**config.mk**
```make
export PLATFORM = sky130hd
export DESIGN_NAME = adcs_seq
export DESIGN_NICKNAME = d
export VERILOG_FILES = /design/src/design/adcs_fall_det.v /design/src/design/adcs_seq.v
export VERILOG_INCLUDE_DIRS = /design/src /design/src/design
export SDC_FILE = /design/constraint.sdc
export NUM_CORES = 1
export LEC_CHECK = 0
export BUFFER_PORTS_ARGS = -buffer_cell sky130_fd_sc_hd__clkbuf_2
export CORE_MARGIN = 3
export CORE_UTILIZATION = 40
export CTS_CLUSTER_DIAMETER = 150
export DETAILED_ROUTE_END_ITERATION = 10
export GPL_TIMING_DRIVEN = 0
export PLACE_DENSITY_LB_ADDON = 0.25
export SLEW_MARGIN = 10
export SYNTH_ARGS = -nofsm -noshare
export SYNTH_HDL_FRONTEND = slang
export SYNTH_SLANG_ARGS = --single-unit
```
**constraint.sdc**
```tcl
create_clock -name aclk -period 2.35 [get_ports aclk]
set_input_delay 0.235 -clock aclk [delete_from_list [all_inputs] [get_ports aclk]]
set_output_delay 0.235 -clock aclk [all_outputs]
set_load 0.02 [all_outputs]
```
**src/design/adcs_defs.vh**
```
// register map, field positions, reset values and codes of the sequencer
`ifndef ADCS_DEFS_VH
`define ADCS_DEFS_VH

// register indices; the byte address is four times the index
`define ADCS_IDX_RESULT     18'h05380
`define ADCS_IDX_TRIGGER    18'h05382
`define ADCS_IDX_CONTROL    18'h05384
`define ADCS_IDX_CLOCK      18'h05386

// trigger/channel register fields
`define ADCS_TRG_END_HI     13
`define ADCS_TRG_END_LO     11
`define ADCS_TRG_START_HI   10
`define ADCS_TRG_START_LO   8
`define ADCS_TRG_ALIGN      7
`define ADCS_TRG_MODE       6
`define ADCS_TRG_SRC_HI     5
`define ADCS_TRG_SRC_LO     4
`define ADCS_TRG_SAMP_HI    2
`define ADCS_TRG_SAMP_LO    0
`define ADCS_TRG_SAMP_RST   3'h7

// control register fields
`define ADCS_CTL_ENABLE     0
`define ADCS_CTL_RUN        1
`define ADCS_CTL_DONE       2
`define ADCS_CTL_OVWR       3
`define ADCS_CTL_DONE_IE    4
`define ADCS_CTL_OVWR_IE    5
`define ADCS_CTL_BUSY       6
`define ADCS_CTL_CHAN_HI    10
`define ADCS_CTL_CHAN_LO    8

// trigger source codes
`define ADCS_SRC_SOFTWARE   2'h0
`define ADCS_SRC_TIMER      2'h1
`define ADCS_SRC_EXTERNAL   2'h3

// bus answers
`define ADCS_RESP_OKAY      2'h0
`define ADCS_RESP_SLVERR    2'h2

`endif

```
**src/design/adcs_fall_det.v**
```verilog
// falling edge detector for the external trigger pin
`timescale 1ns/1ps
module adcs_fall_det (
  input  wire aclk,
  input  wire aresetn,
  input  wire level_in,
  output reg  fall_pulse_r
);
  reg level_d_r;

  // remember last level; pulse one cycle after a high-to-low change
  always @(posedge aclk) begin
    if (!aresetn) begin
      level_d_r    <= 1'b1;
      fall_pulse_r <= 1'b0;
    end else begin
      level_d_r    <= level_in;
      fall_pulse_r <= level_d_r & ~level_in;
    end
  end
endmodule

```
**src/design/adcs_seq.v**
```verilog
// conversion sequencer with axi4-lite registers for a 10-bit adc
//
// Behaviour
// - start only on trigger while enabled
// - software run write starts in software mode
// - only the selected trigger source counts
// - sequence begins at start channel
// - run bit reads one while busy
// - active channel index readable
// - finished result loaded, completion flag set
// - step automatically to following channels
// - completion interrupt with result store
// - result read clears completion flag
// - finish while flag set: overwrite, error
// - overwrite raises error interrupt request
// - error flag cleared only by writing one
// - overwrite never disturbs channel stepping
// - one-time mode stops after end channel
// - continuous mode restarts at start channel
// - writing zero to run aborts, discards
// - start above end wraps through zero
// - enable readies triggers; clear to reconfigure
// - external trigger on falling pin edge
// - each interrupt cause gated by enable
`timescale 1ns/1ps
`include "adcs_defs.vh"
module adcs_seq #(
  parameter ADDR_W = 20,
  parameter DATA_W = 10
) (
  input  wire              aclk,
  input  wire              aresetn,
  // axi4-lite slave
  input  wire [ADDR_W-1:0] s_axi_awaddr,
  input  wire              s_axi_awvalid,
  output reg               s_axi_awready,
  input  wire [31:0]       s_axi_wdata,
  input  wire [3:0]        s_axi_wstrb,
  input  wire              s_axi_wvalid,
  output reg               s_axi_wready,
  output reg  [1:0]        s_axi_bresp,
  output reg               s_axi_bvalid,
  input  wire              s_axi_bready,
  input  wire [ADDR_W-1:0] s_axi_araddr,
  input  wire              s_axi_arvalid,
  output reg               s_axi_arready,
  output reg  [31:0]       s_axi_rdata,
  output reg  [1:0]        s_axi_rresp,
  output reg               s_axi_rvalid,
  input  wire              s_axi_rready,
  // trigger sources
  input  wire              timer_underflow,
  input  wire              external_trigger_input,
  // analog sampling core
  output reg               conv_start_r,
  output reg               conv_abort_r,
  output reg  [2:0]        conv_channel_r,
  output reg  [2:0]        sample_time_r,
  input  wire              conv_done,
  input  wire [DATA_W-1:0] conv_data,
  // shared request to the interrupt controller unit
  output reg               adc_irq_r
);
  localparam ST_IDLE  = 2'h0;
  localparam ST_START = 2'h1;
  localparam ST_WAIT  = 2'h2;
  localparam PAD_W    = 16 - DATA_W;

  // register word indices seen on the bus
  localparam [ADDR_W-3:0] IDX_RES = `ADCS_IDX_RESULT;
  localparam [ADDR_W-3:0] IDX_TRG = `ADCS_IDX_TRIGGER;
  localparam [ADDR_W-3:0] IDX_CTL = `ADCS_IDX_CONTROL;
  localparam [ADDR_W-3:0] IDX_CLK = `ADCS_IDX_CLOCK;

  // trigger/channel register and clock-control word
  reg [2:0]        end_channel_select_r;
  reg [2:0]        start_channel_select_r;
  reg              align_left_r;
  reg              repeat_mode_select_r;
  reg [1:0]        trigger_source_select_r;
  reg [15:0]       clock_ctl_r;
  // control register and result register
  reg              converter_enable_r;
  reg              completion_flag_r;
  reg              overwrite_error_flag_r;
  reg              completion_irq_enable_r;
  reg              overwrite_irq_enable_r;
  reg [15:0]       result_reg_r;
  // sequencer
  reg [1:0]        state_r;
  reg [2:0]        active_channel_index_r;
  // write channel holding
  reg              aw_held_r;
  reg              w_held_r;
  reg [ADDR_W-3:0] wr_idx_r;
  reg [31:0]       wr_data_r;
  reg [3:0]        wr_strb_r;

  wire ext_fall;

  adcs_fall_det u_fall (
    .aclk         (aclk),
    .aresetn      (aresetn),
    .level_in     (external_trigger_input),
    .fall_pulse_r (ext_fall)
  );

  // bus event decode
  wire aw_hs   = s_axi_awvalid & s_axi_awready;
  wire w_hs    = s_axi_wvalid & s_axi_wready;
  wire wr_go   = aw_held_r & w_held_r & ~s_axi_bvalid;
  wire ar_hs   = s_axi_arvalid & s_axi_arready;
  wire [ADDR_W-3:0] rd_idx = s_axi_araddr[ADDR_W-1:2];
  wire wr_ctl  = wr_go & (wr_idx_r == IDX_CTL) & wr_strb_r[0];
  wire wr_ctl1 = wr_go & (wr_idx_r == IDX_CTL) & wr_strb_r[1];
  wire wr_trg0 = wr_go & (wr_idx_r == IDX_TRG) & wr_strb_r[0];
  wire wr_trg1 = wr_go & (wr_idx_r == IDX_TRG) & wr_strb_r[1];
  wire wr_clk0 = wr_go & (wr_idx_r == IDX_CLK) & wr_strb_r[0];
  wire wr_clk1 = wr_go & (wr_idx_r == IDX_CLK) & wr_strb_r[1];
  wire wr_map  = (wr_idx_r == IDX_RES) | (wr_idx_r == IDX_TRG) |
                 (wr_idx_r == IDX_CTL) | (wr_idx_r == IDX_CLK);
  wire rd_map  = (rd_idx == IDX_RES) | (rd_idx == IDX_TRG) |
                 (rd_idx == IDX_CTL) | (rd_idx == IDX_CLK);

  wire busy     = (state_r != ST_IDLE);
  wire run_wr1  = wr_ctl & wr_data_r[`ADCS_CTL_RUN];
  wire run_wr0  = wr_ctl & ~wr_data_r[`ADCS_CTL_RUN];
  wire en_now   = wr_ctl ? wr_data_r[`ADCS_CTL_ENABLE] : converter_enable_r;

  // pick the one trigger source software selected
  reg trig_sel;
  always @* begin
    case (trigger_source_select_r)
      `ADCS_SRC_SOFTWARE: trig_sel = run_wr1;
      `ADCS_SRC_TIMER:    trig_sel = timer_underflow;
      `ADCS_SRC_EXTERNAL: trig_sel = ext_fall;
      default:            trig_sel = 1'b0;
    endcase
  end

  // a trigger starts only when enabled and idle
  wire trig_ok  = trig_sel & en_now & ~busy;
  // software stop, or losing the enable, ends a running sequence
  wire abort    = busy & (run_wr0 | ~en_now);
  wire finish   = (state_r == ST_WAIT) & conv_done & ~abort;
  wire last_ch  = (active_channel_index_r == end_channel_select_r);
  wire res_read = ar_hs & (rd_idx == IDX_RES);

  // aligned result word
  wire [15:0] conv_word = align_left_r ?
    {conv_data, {PAD_W{1'b0}}} : {{PAD_W{1'b0}}, conv_data};

  // sequencer state, channel stepping and analog core strobes
  always @(posedge aclk) begin
    if (!aresetn) begin
      state_r                <= ST_IDLE;
      active_channel_index_r <= 3'h0;
      conv_start_r           <= 1'b0;
      conv_abort_r           <= 1'b0;
      conv_channel_r         <= 3'h0;
    end else begin
      conv_start_r <= 1'b0;
      conv_abort_r <= 1'b0;
      case (state_r)
        ST_IDLE: begin
          if (trig_ok) begin
            active_channel_index_r <= start_channel_select_r;
            state_r                <= ST_START;
          end
        end
        ST_START: begin
          if (abort) begin
            state_r      <= ST_IDLE;
            conv_abort_r <= 1'b1;
          end else begin
            conv_start_r   <= 1'b1;
            conv_channel_r <= active_channel_index_r;
            state_r        <= ST_WAIT;
          end
        end
        ST_WAIT: begin
          if (abort) begin
            state_r      <= ST_IDLE;
            conv_abort_r <= 1'b1;
          end else if (finish) begin
            if (last_ch && !repeat_mode_select_r) begin
              state_r <= ST_IDLE;
            end else if (last_ch) begin
              active_channel_index_r <= start_channel_select_r;
              state_r                <= ST_START;
            end else begin
              // 3-bit add wraps seven to zero
              active_channel_index_r <=
                active_channel_index_r + 3'h1;
              state_r                <= ST_START;
            end
          end
        end
        default: state_r <= ST_IDLE;
      endcase
    end
  end

  // result register and status flags; a set beats a clear
  always @(posedge aclk) begin
    if (!aresetn) begin
      result_reg_r           <= 16'h0000;
      completion_flag_r      <= 1'b0;
      overwrite_error_flag_r <= 1'b0;
    end else begin
      if (finish) begin
        result_reg_r      <= conv_word;
        completion_flag_r <= 1'b1;
      end else if (res_read) begin
        completion_flag_r <= 1'b0;
      end
      if (finish && completion_flag_r) begin
        overwrite_error_flag_r <= 1'b1;
      end else if (wr_ctl && wr_data_r[`ADCS_CTL_OVWR]) begin
        overwrite_error_flag_r <= 1'b0;
      end
    end
  end

  // software-written configuration
  always @(posedge aclk) begin
    if (!aresetn) begin
      end_channel_select_r    <= 3'h0;
      start_channel_select_r  <= 3'h0;
      align_left_r            <= 1'b0;
      repeat_mode_select_r    <= 1'b0;
      trigger_source_select_r <= `ADCS_SRC_SOFTWARE;
      sample_time_r           <= `ADCS_TRG_SAMP_RST;
      clock_ctl_r             <= 16'h0000;
      converter_enable_r      <= 1'b0;
      completion_irq_enable_r <= 1'b0;
      overwrite_irq_enable_r  <= 1'b0;
    end else begin
      if (wr_trg1) begin
        end_channel_select_r   <=
          wr_data_r[`ADCS_TRG_END_HI:`ADCS_TRG_END_LO];
        start_channel_select_r <=
          wr_data_r[`ADCS_TRG_START_HI:`ADCS_TRG_START_LO];
      end
      if (wr_trg0) begin
        align_left_r            <= wr_data_r[`ADCS_TRG_ALIGN];
        repeat_mode_select_r    <= wr_data_r[`ADCS_TRG_MODE];
        trigger_source_select_r <=
          wr_data_r[`ADCS_TRG_SRC_HI:`ADCS_TRG_SRC_LO];
        sample_time_r           <=
          wr_data_r[`ADCS_TRG_SAMP_HI:`ADCS_TRG_SAMP_LO];
      end
      if (wr_clk0) begin
        clock_ctl_r[7:0] <= wr_data_r[7:0];
      end
      if (wr_clk1) begin
        clock_ctl_r[15:8] <= wr_data_r[15:8];
      end
      if (wr_ctl) begin
        converter_enable_r      <= wr_data_r[`ADCS_CTL_ENABLE];
        completion_irq_enable_r <= wr_data_r[`ADCS_CTL_DONE_IE];
        overwrite_irq_enable_r  <= wr_data_r[`ADCS_CTL_OVWR_IE];
      end
    end
  end

  // shared interrupt line, each cause behind its own enable
  always @(posedge aclk) begin
    if (!aresetn) begin
      adc_irq_r <= 1'b0;
    end else begin
      adc_irq_r <= (completion_flag_r & completion_irq_enable_r) |
                   (overwrite_error_flag_r &
                    overwrite_irq_enable_r);
    end
  end

  // read data mux
  reg [15:0] rd_word;
  always @* begin
    rd_word = 16'h0000;
    if (rd_idx == IDX_RES) begin
      rd_word = result_reg_r;
    end else if (rd_idx == IDX_TRG) begin
      rd_word[`ADCS_TRG_END_HI:`ADCS_TRG_END_LO]     = end_channel_select_r;
      rd_word[`ADCS_TRG_START_HI:`ADCS_TRG_START_LO] =
        start_channel_select_r;
      rd_word[`ADCS_TRG_ALIGN]                       = align_left_r;
      rd_word[`ADCS_TRG_MODE]                        = repeat_mode_select_r;
      rd_word[`ADCS_TRG_SRC_HI:`ADCS_TRG_SRC_LO]     =
        trigger_source_select_r;
      rd_word[`ADCS_TRG_SAMP_HI:`ADCS_TRG_SAMP_LO]   = sample_time_r;
    end else if (rd_idx == IDX_CTL) begin
      rd_word[`ADCS_CTL_ENABLE]  = converter_enable_r;
      rd_word[`ADCS_CTL_RUN]     = busy;
      rd_word[`ADCS_CTL_DONE]    = completion_flag_r;
      rd_word[`ADCS_CTL_OVWR]    = overwrite_error_flag_r;
      rd_word[`ADCS_CTL_DONE_IE] = completion_irq_enable_r;
      rd_word[`ADCS_CTL_OVWR_IE] = overwrite_irq_enable_r;
      rd_word[`ADCS_CTL_BUSY]    = busy;
      rd_word[`ADCS_CTL_CHAN_HI:`ADCS_CTL_CHAN_LO] =
        active_channel_index_r;
    end else if (rd_idx == IDX_CLK) begin
      rd_word = clock_ctl_r;
    end
  end

  // write address and data are taken in either order, then answered
  always @(posedge aclk) begin
    if (!aresetn) begin
      s_axi_awready <= 1'b1;
      s_axi_wready  <= 1'b1;
      s_axi_bvalid  <= 1'b0;
      s_axi_bresp   <= `ADCS_RESP_OKAY;
      aw_held_r     <= 1'b0;
      w_held_r      <= 1'b0;
      wr_idx_r      <= {(ADDR_W-2){1'b0}};
      wr_data_r     <= 32'h00000000;
      wr_strb_r     <= 4'h0;
    end else begin
      if (aw_hs) begin
        aw_held_r     <= 1'b1;
        s_axi_awready <= 1'b0;
        wr_idx_r      <= s_axi_awaddr[ADDR_W-1:2];
      end
      if (w_hs) begin
        w_held_r     <= 1'b1;
        s_axi_wready <= 1'b0;
        wr_data_r    <= s_axi_wdata;
        wr_strb_r    <= s_axi_wstrb;
      end
      if (wr_go) begin
        aw_held_r    <= 1'b0;
        w_held_r     <= 1'b0;
        s_axi_bvalid <= 1'b1;
        s_axi_bresp  <= wr_map ? `ADCS_RESP_OKAY : `ADCS_RESP_SLVERR;
      end
      if (s_axi_bvalid && s_axi_bready) begin
        s_axi_bvalid  <= 1'b0;
        s_axi_awready <= 1'b1;
        s_axi_wready  <= 1'b1;
      end
    end
  end

  // one read at a time; data registered with the address
  always @(posedge aclk) begin
    if (!aresetn) begin
      s_axi_arready <= 1'b1;
      s_axi_rvalid  <= 1'b0;
      s_axi_rdata   <= 32'h00000000;
      s_axi_rresp   <= `ADCS_RESP_OKAY;
    end else begin
      if (ar_hs) begin
        s_axi_arready <= 1'b0;
        s_axi_rvalid  <= 1'b1;
        s_axi_rdata   <= {16'h0000, rd_word};
        s_axi_rresp   <= rd_map ? `ADCS_RESP_OKAY : `ADCS_RESP_SLVERR;
      end else if (s_axi_rvalid && s_axi_rready) begin
        s_axi_rvalid  <= 1'b0;
        s_axi_arready <= 1'b1;
      end
    end
  end

  // the clock-control word only holds settings for the clock divider
  // elsewhere; it is kept so software sees a full register map
endmodule

```
# Yosys cells after proc, flatten, opt, wreduce, memory -nomap -nowiden
# Cells that the tools add are included.
# classes
n_bitwise	39
reduce_logical	21
n_addsub	1
muxes	37
n_eq_ne	18
# op_table
cell	n
18-bit by 15-bit == test with 1-bit output (second input constant)	8
16-bit 2-to-1 mux	3
1-bit bitwise AND	24
3-bit 2-to-1 mux	7
1-bit 2-to-1 mux	14
2-bit 2-to-1 mux	7
10-bit 2-to-1 mux	1
2-bit nonzero test	5
2-bit inequality test (second input constant)	4
1-bit bitwise OR	8
2-bit AND reduction	4
7-bit 2-to-1 mux	1
1-bit NOT	7
2-bit case mux with 3 select lines	1
3-bit case mux with 2 select lines	1
2-bit OR reduction	3
1-bit logical AND	5
5-bit 2-to-1 mux	1
5-bit AND reduction	1
2-bit by 1-bit == test with 1-bit output (second input constant)	2
2-bit == test (second input constant)	2
2-bit zero test	2
3-bit by 1-bit adder with 3-bit output (second input constant)	1
3-bit == test	1
other kinds (3)	3
# word_totals
word_cells	151
regBits	126

# Depth between registers and ports, before layout
# logic_depth
depth_word	13
mapped_depth	8

# Modules after synthesis
# Synthesis repeated with hierarchy kept, for this count alone.
# hier_totals
hier_cells	631
hier_area_um2	5589.1
# modules_own_cells
module	instances	area_each_um2	cells_per_inst
adcs_seq	1	5534.1	627
adcs_fall_det	1	55.1	4

# Least setup slack after synthesis
# No wires, ideal clock.
# synth_path
path_kind	flip-flop to flip-flop
from	register s_axi_bvalid
to	register overwrite_error_flag_r
path_stages_with_launch	8
period_less_slack_ps	2016
setup_time_ps	118
arrival_time_ps	1898
required_time_ps	2232
path_slack_ps	334
cell_sequence	dfxtp_1 -> nand3b_1 -> or3_1 -> o21ai_1 -> a21oi_1 -> clkbuf_1 -> a22oi_1 -> nor2b_1
# synth_via
elab_chain_len	12
elab_cells_between_ends	15
classes_between	2 x mux; 10 x bitwise; 3 x reduce/logical
# synth_rtl
element	line	text
from (decl)	adcs_seq.v:42	output reg s_axi_bvalid,
from (signal assigned)	adcs_seq.v:313	s_axi_bvalid <= 1'b0;
from (signal assigned)	adcs_seq.v:335	s_axi_bvalid <= 1'b1;
from (signal assigned)	adcs_seq.v:339	s_axi_bvalid <= 1'b0;
1-bit NOT *	adcs_seq.v:111	wire wr_go = aw_held_r & w_held_r & ~s_axi_bvalid;
1-bit bitwise AND *	adcs_seq.v:111	
1-bit bitwise AND *	--	
1-bit bitwise AND *	adcs_seq.v:114	wire wr_ctl = wr_go & (wr_idx_r == IDX_CTL) & wr_strb_r[0];
1-bit 2-to-1 mux	--	
1-bit NOT	adcs_seq.v:144	wire abort = busy & (run_wr0 | ~en_now);
1-bit bitwise OR	adcs_seq.v:144	
1-bit bitwise AND	adcs_seq.v:144	
1-bit NOT	adcs_seq.v:145	wire finish = (state_r == ST_WAIT) & conv_done & ~abort;
1-bit bitwise AND	adcs_seq.v:145	
1-bit logical AND	adcs_seq.v:217	if (finish && completion_flag_r) begin
1-bit 2-to-1 mux or 2-bit nonzero test (tied branches)	--	
to (signal assigned)	adcs_seq.v:209	overwrite_error_flag_r <= 1'b0;
to (signal assigned)	adcs_seq.v:218	overwrite_error_flag_r <= 1'b1;
to (signal assigned)	adcs_seq.v:220	overwrite_error_flag_r <= 1'b0;
to (decl)	adcs_seq.v:85	reg overwrite_error_flag_r;
# Mark *: on every way between the ends. The rest lies on a longest branch, timed or not.
# A chain may end at the register's enable or synchronous reset.

# Final worst setup path
# layout_path
from	register wr_idx_r[17]
to	register end_channel_select_r[1]
# layout_via
elab_chain_len	3
# layout_rtl
element	line	text
from (decl)	adcs_seq.v:95	reg [ADDR_W-3:0] wr_idx_r;
from (signal assigned)	adcs_seq.v:317	wr_idx_r <= {(ADDR_W-2){1'b0}};
from (signal assigned)	adcs_seq.v:324	wr_idx_r <= s_axi_awaddr[ADDR_W-1:2];
18-bit by 15-bit == test with 1-bit output	adcs_seq.v:117	wire wr_trg1 = wr_go & (wr_idx_r == IDX_TRG) & wr_strb_r[1];
1-bit bitwise AND (2 in a row)	adcs_seq.v:117	
to (signal assigned)	adcs_seq.v:240	end_channel_select_r <=
to (decl)	adcs_seq.v:76	reg [2:0] end_channel_select_r;
# Every way passes these cells.

==> results.sh <==
export IMPL_wl_met2_microns=6580
export IMPL_synth_cells=627
export IMPL_synth_area_leaders="dfxtp_1 (44%), nand2_1 (8.9%), a21boi_0 (8.3%)"
export IMPL_setup_violations=0
export IMPL_root_buffer="clkbuf_16"
export IMPL_dr_max_layer_used="met4"
export IMPL_rows=42
export IMPL_timing_final_crit_share_pct=92.6
export IMPL_pre_cts_ws_ns=-0.0885
export IMPL_dieArea_sq_um=15400
export IMPL_cts_buffers=17
export IMPL_grt_total_usage_pct=19.5
export IMPL_wl_met3_microns=912
export IMPL_startpoint_type="register"
export IMPL_final_layout_size_suffix_gt1_share_pct=23.1
export IMPL_synth_seq_cells=124
export IMPL_antenna_found_initial=0
export IMPL_layout_nets=868
export IMPL_crit_slowest_cell="nor3b_4"
export IMPL_outcome="completed"
export IMPL_peakVddDrop_mv=0.428
export IMPL_setup_ws_ns=0.174
export IMPL_grt_pass1_wl_microns=22700
export IMPL_synth_edf_count=0
export IMPL_layout_min_cycle_time_ns=2.18
export IMPL_fp_dieH_microns=124
export IMPL_first_iter_violations=276
export IMPL_avgSynthCellArea_sq_um=8.90
export IMPL_finClkSkew_ns=0.0101
export IMPL_h_tree_depth=4
export IMPL_hpwl_microns=11200
export IMPL_synth_yosys_seq_area_share_pct=44.5
export IMPL_grt_pass1_vias=4653
export IMPL_via_count=4730
export IMPL_worst_slew_pin_slew_ns=0.805
export IMPL_fmax_ghz=0.460
export IMPL_max_stage_delay_ns=0.44
export IMPL_crit_fanout=6
export IMPL_grt_max_degree=17
export IMPL_synth_flop_cell="dfxtp_1"
export IMPL_yosys_cell_count_top_type="nand2_1"
export IMPL_area_growth_pct=25.6
export IMPL_ys_warn_count=0
export IMPL_cts_hold_repair_buffers=0
export IMPL_critical_path_class="reg -> reg"
export IMPL_clk_pin_slew_worst_paths_ns=0.05
export IMPL_ant_nets=0
export IMPL_clk_latency_ns=0.42
export IMPL_relSlewSlack_pct=46.4
export IMPL_yosys_area_top_type="dfxtp_1"
export IMPL_fp_coreArea_sq_um=13500
export IMPL_first_pass_iters=4
export IMPL_p_per_area_nw_per_um2=721
export IMPL_hp_class="in -> reg"
export IMPL_crit_chain="nor4b_2 -> nand4_1 -> or3_1 -> buf_2 -> nor3b_4 -> mux2i_1 -> nor2b_1"
export IMPL_finalHoldViolCount=0
export IMPL_die_w_microns=124
export IMPL_cp_data_arrival_time_ns=2.48
export IMPL_synth_commonest_cells="nand2_1 (132), dfxtp_1 (124), a21boi_0 (62), nor2b_1 (30), clkbuf_1 (29)"
export IMPL_wl_per_cell_microns=15.0
export IMPL_n_antenna_cell=0
export IMPL_port_buffer_count=102
export IMPL_synthesis_area_sq_um=5580
export IMPL_rsz0062_at_grt="no"
export IMPL_yosysTopAreaCellShare_pct=44.5
export IMPL_cts_sinks=124
export IMPL_start_util_pct=41.5
export IMPL_total_power_mw=5.05
export IMPL_clockBufferDepth=2
export IMPL_worstSetupEndpointType="register"
export IMPL_drc=0
export IMPL_grt_overflow=0
export IMPL_via_per_inst=4.95
export IMPL_leakagePower_nw=2.79
export IMPL_io_pins=146
export IMPL_synth_cell_types=51
export IMPL_drt_wl_total_microns=14300
export IMPL_cts_tree="yes"
export IMPL_worstPathRequired_ns=2.66
export IMPL_met1Wirelength_microns=6570
export IMPL_drv_slew=0
export IMPL_async_flop_share_pct=0
export IMPL_cap_violations=0
export IMPL_place_congestion=0.877
==> power breakdown <==
part | switching, mW | leakage, nW | internal [mW]
clock network | 0.893 | 0.286 | 1.61
registers | 0.0390 | 1.01 | 2.15
logic | 0.200 | 1.50 | 0.149
total | 1.13 | 2.79 | 3.92
==> timing repair <==
action | in CTS | in global routing
pin swaps | 1 | 0
gates cloned | 0 | 0
gates resized for setup | 3 | 6
setup buffers | 1 | 2
setup endpoints to repair | 20 | 23
==> worst paths after layout <==
kind | start | endpoint | slack [ns] | cells after the start
setup / recovery | wr_idx_r[17]$_SDFFE_PN0P_ | end_channel_select_r[1]$_SDFFE_PN0P_ | 0.17 | 7
hold / removal | s_axi_awvalid | s_axi_awready$_SDFFE_PP1P_ | 0.03 | 2
setup reg to reg | wr_idx_r[17]$_SDFFE_PN0P_ | end_channel_select_r[1]$_SDFFE_PN0P_ | 0.17 | 7
hold reg to reg | u_fall.level_d_r$_SDFF_PN1_ | u_fall.fall_pulse_r$_SDFF_PN0_ | 0.41 | 2
==> flip-flops by register name, indices dropped and copies added, names as in the netlist, 2 cells and up <==
register,cells
end_channel_select_r,3
start_channel_select_r,3
wr_strb_r,2
wr_data_r,16
state_r,2
active_channel_index_r,3
sample_time_r,3
trigger_source_select_r,2
result_reg_r,16
clock_ctl_r,16
s_axi_rdata,16
wr_idx_r,18
conv_channel_r,3
==> final cells by class <==
type / instances / area (sq um)
fillers: 1277 / 6450
multi-input cells: 457 / 2890
flip-flops and latches: 124 / 2480
repair buffers: 105 / 533
clock buffers: 26 / 519
plain buffers: 53 / 272
well taps: 176 / 220
clock inverters: 6 / 57.6
inverters: 9 / 33.8
==> layer usage <==
metal  vias up  global-route usage, %
met3        21                   5.45
li1       2400                      -
met5         -                      0
met1      2162                   24.5
met2       147                   31.3
met4         0                   8.28
==> placed cells by master, fill, tap and decap left out, types with 8 or more instances in the layout <==
master	count
nand3_1	15
buf_4	21
clkbuf_16	17
clkbuf_2	103
a22oi_1	8
nand2_1	132
nand2b_1	16
conb_1	18
mux2i_1	23
a21boi_0	62
nor3b_1	10
o21ai_0	10
nor2b_1	30
dfxtp_1	124
a21oi_1	20
inv_1	9
nor3_1	10
nor2_1	19
nand3b_1	8
clkbuf_1	30
==> metrics by stage <==
stage	setup TNS [ns]	cells	hold WS, ns	util [%]	instance area (sq um)
2_1_floorplan	0	644	0.335	-	5640
3_3_place_gp	-0.194	922	0.402	47.4	6370
3_5_place_dp	-0.647	922	0.404	47.4	6370
4_1_cts	0	955	0.0196	51.8	6970
5_1_grt	0	956	0.0334	52.1	7010
6_report	0	956	0.0336	52.1	7010
==> worst max-delay path, delay by kind of cell, from the launching register on <==
family                 cells  cell delay (ns)
DFF                        1             0.32
muxes                      1             0.26
buffers and inverters      1             0.18
and+or+nand+nor            5             1.32
==> logic make-up (layout without fill, tap and decap cells) <==
group / after synthesis / in the layout / share of synthesized area, %
compound gates: 126 / 126 / 15.8
flops: 124 / 124 / 44.5
mux: 35 / 35 / 7.96
buf+inv: 63 / 199 / 5.52
simple gates: 270 / 270 / 24.6
fa+ha+maj: 5 / 5 / 1.12
xor+xnor: 3 / 3 / 0.471
other cells: 1 / 18 / 0.0672
(Power assumes the default switching activity.)
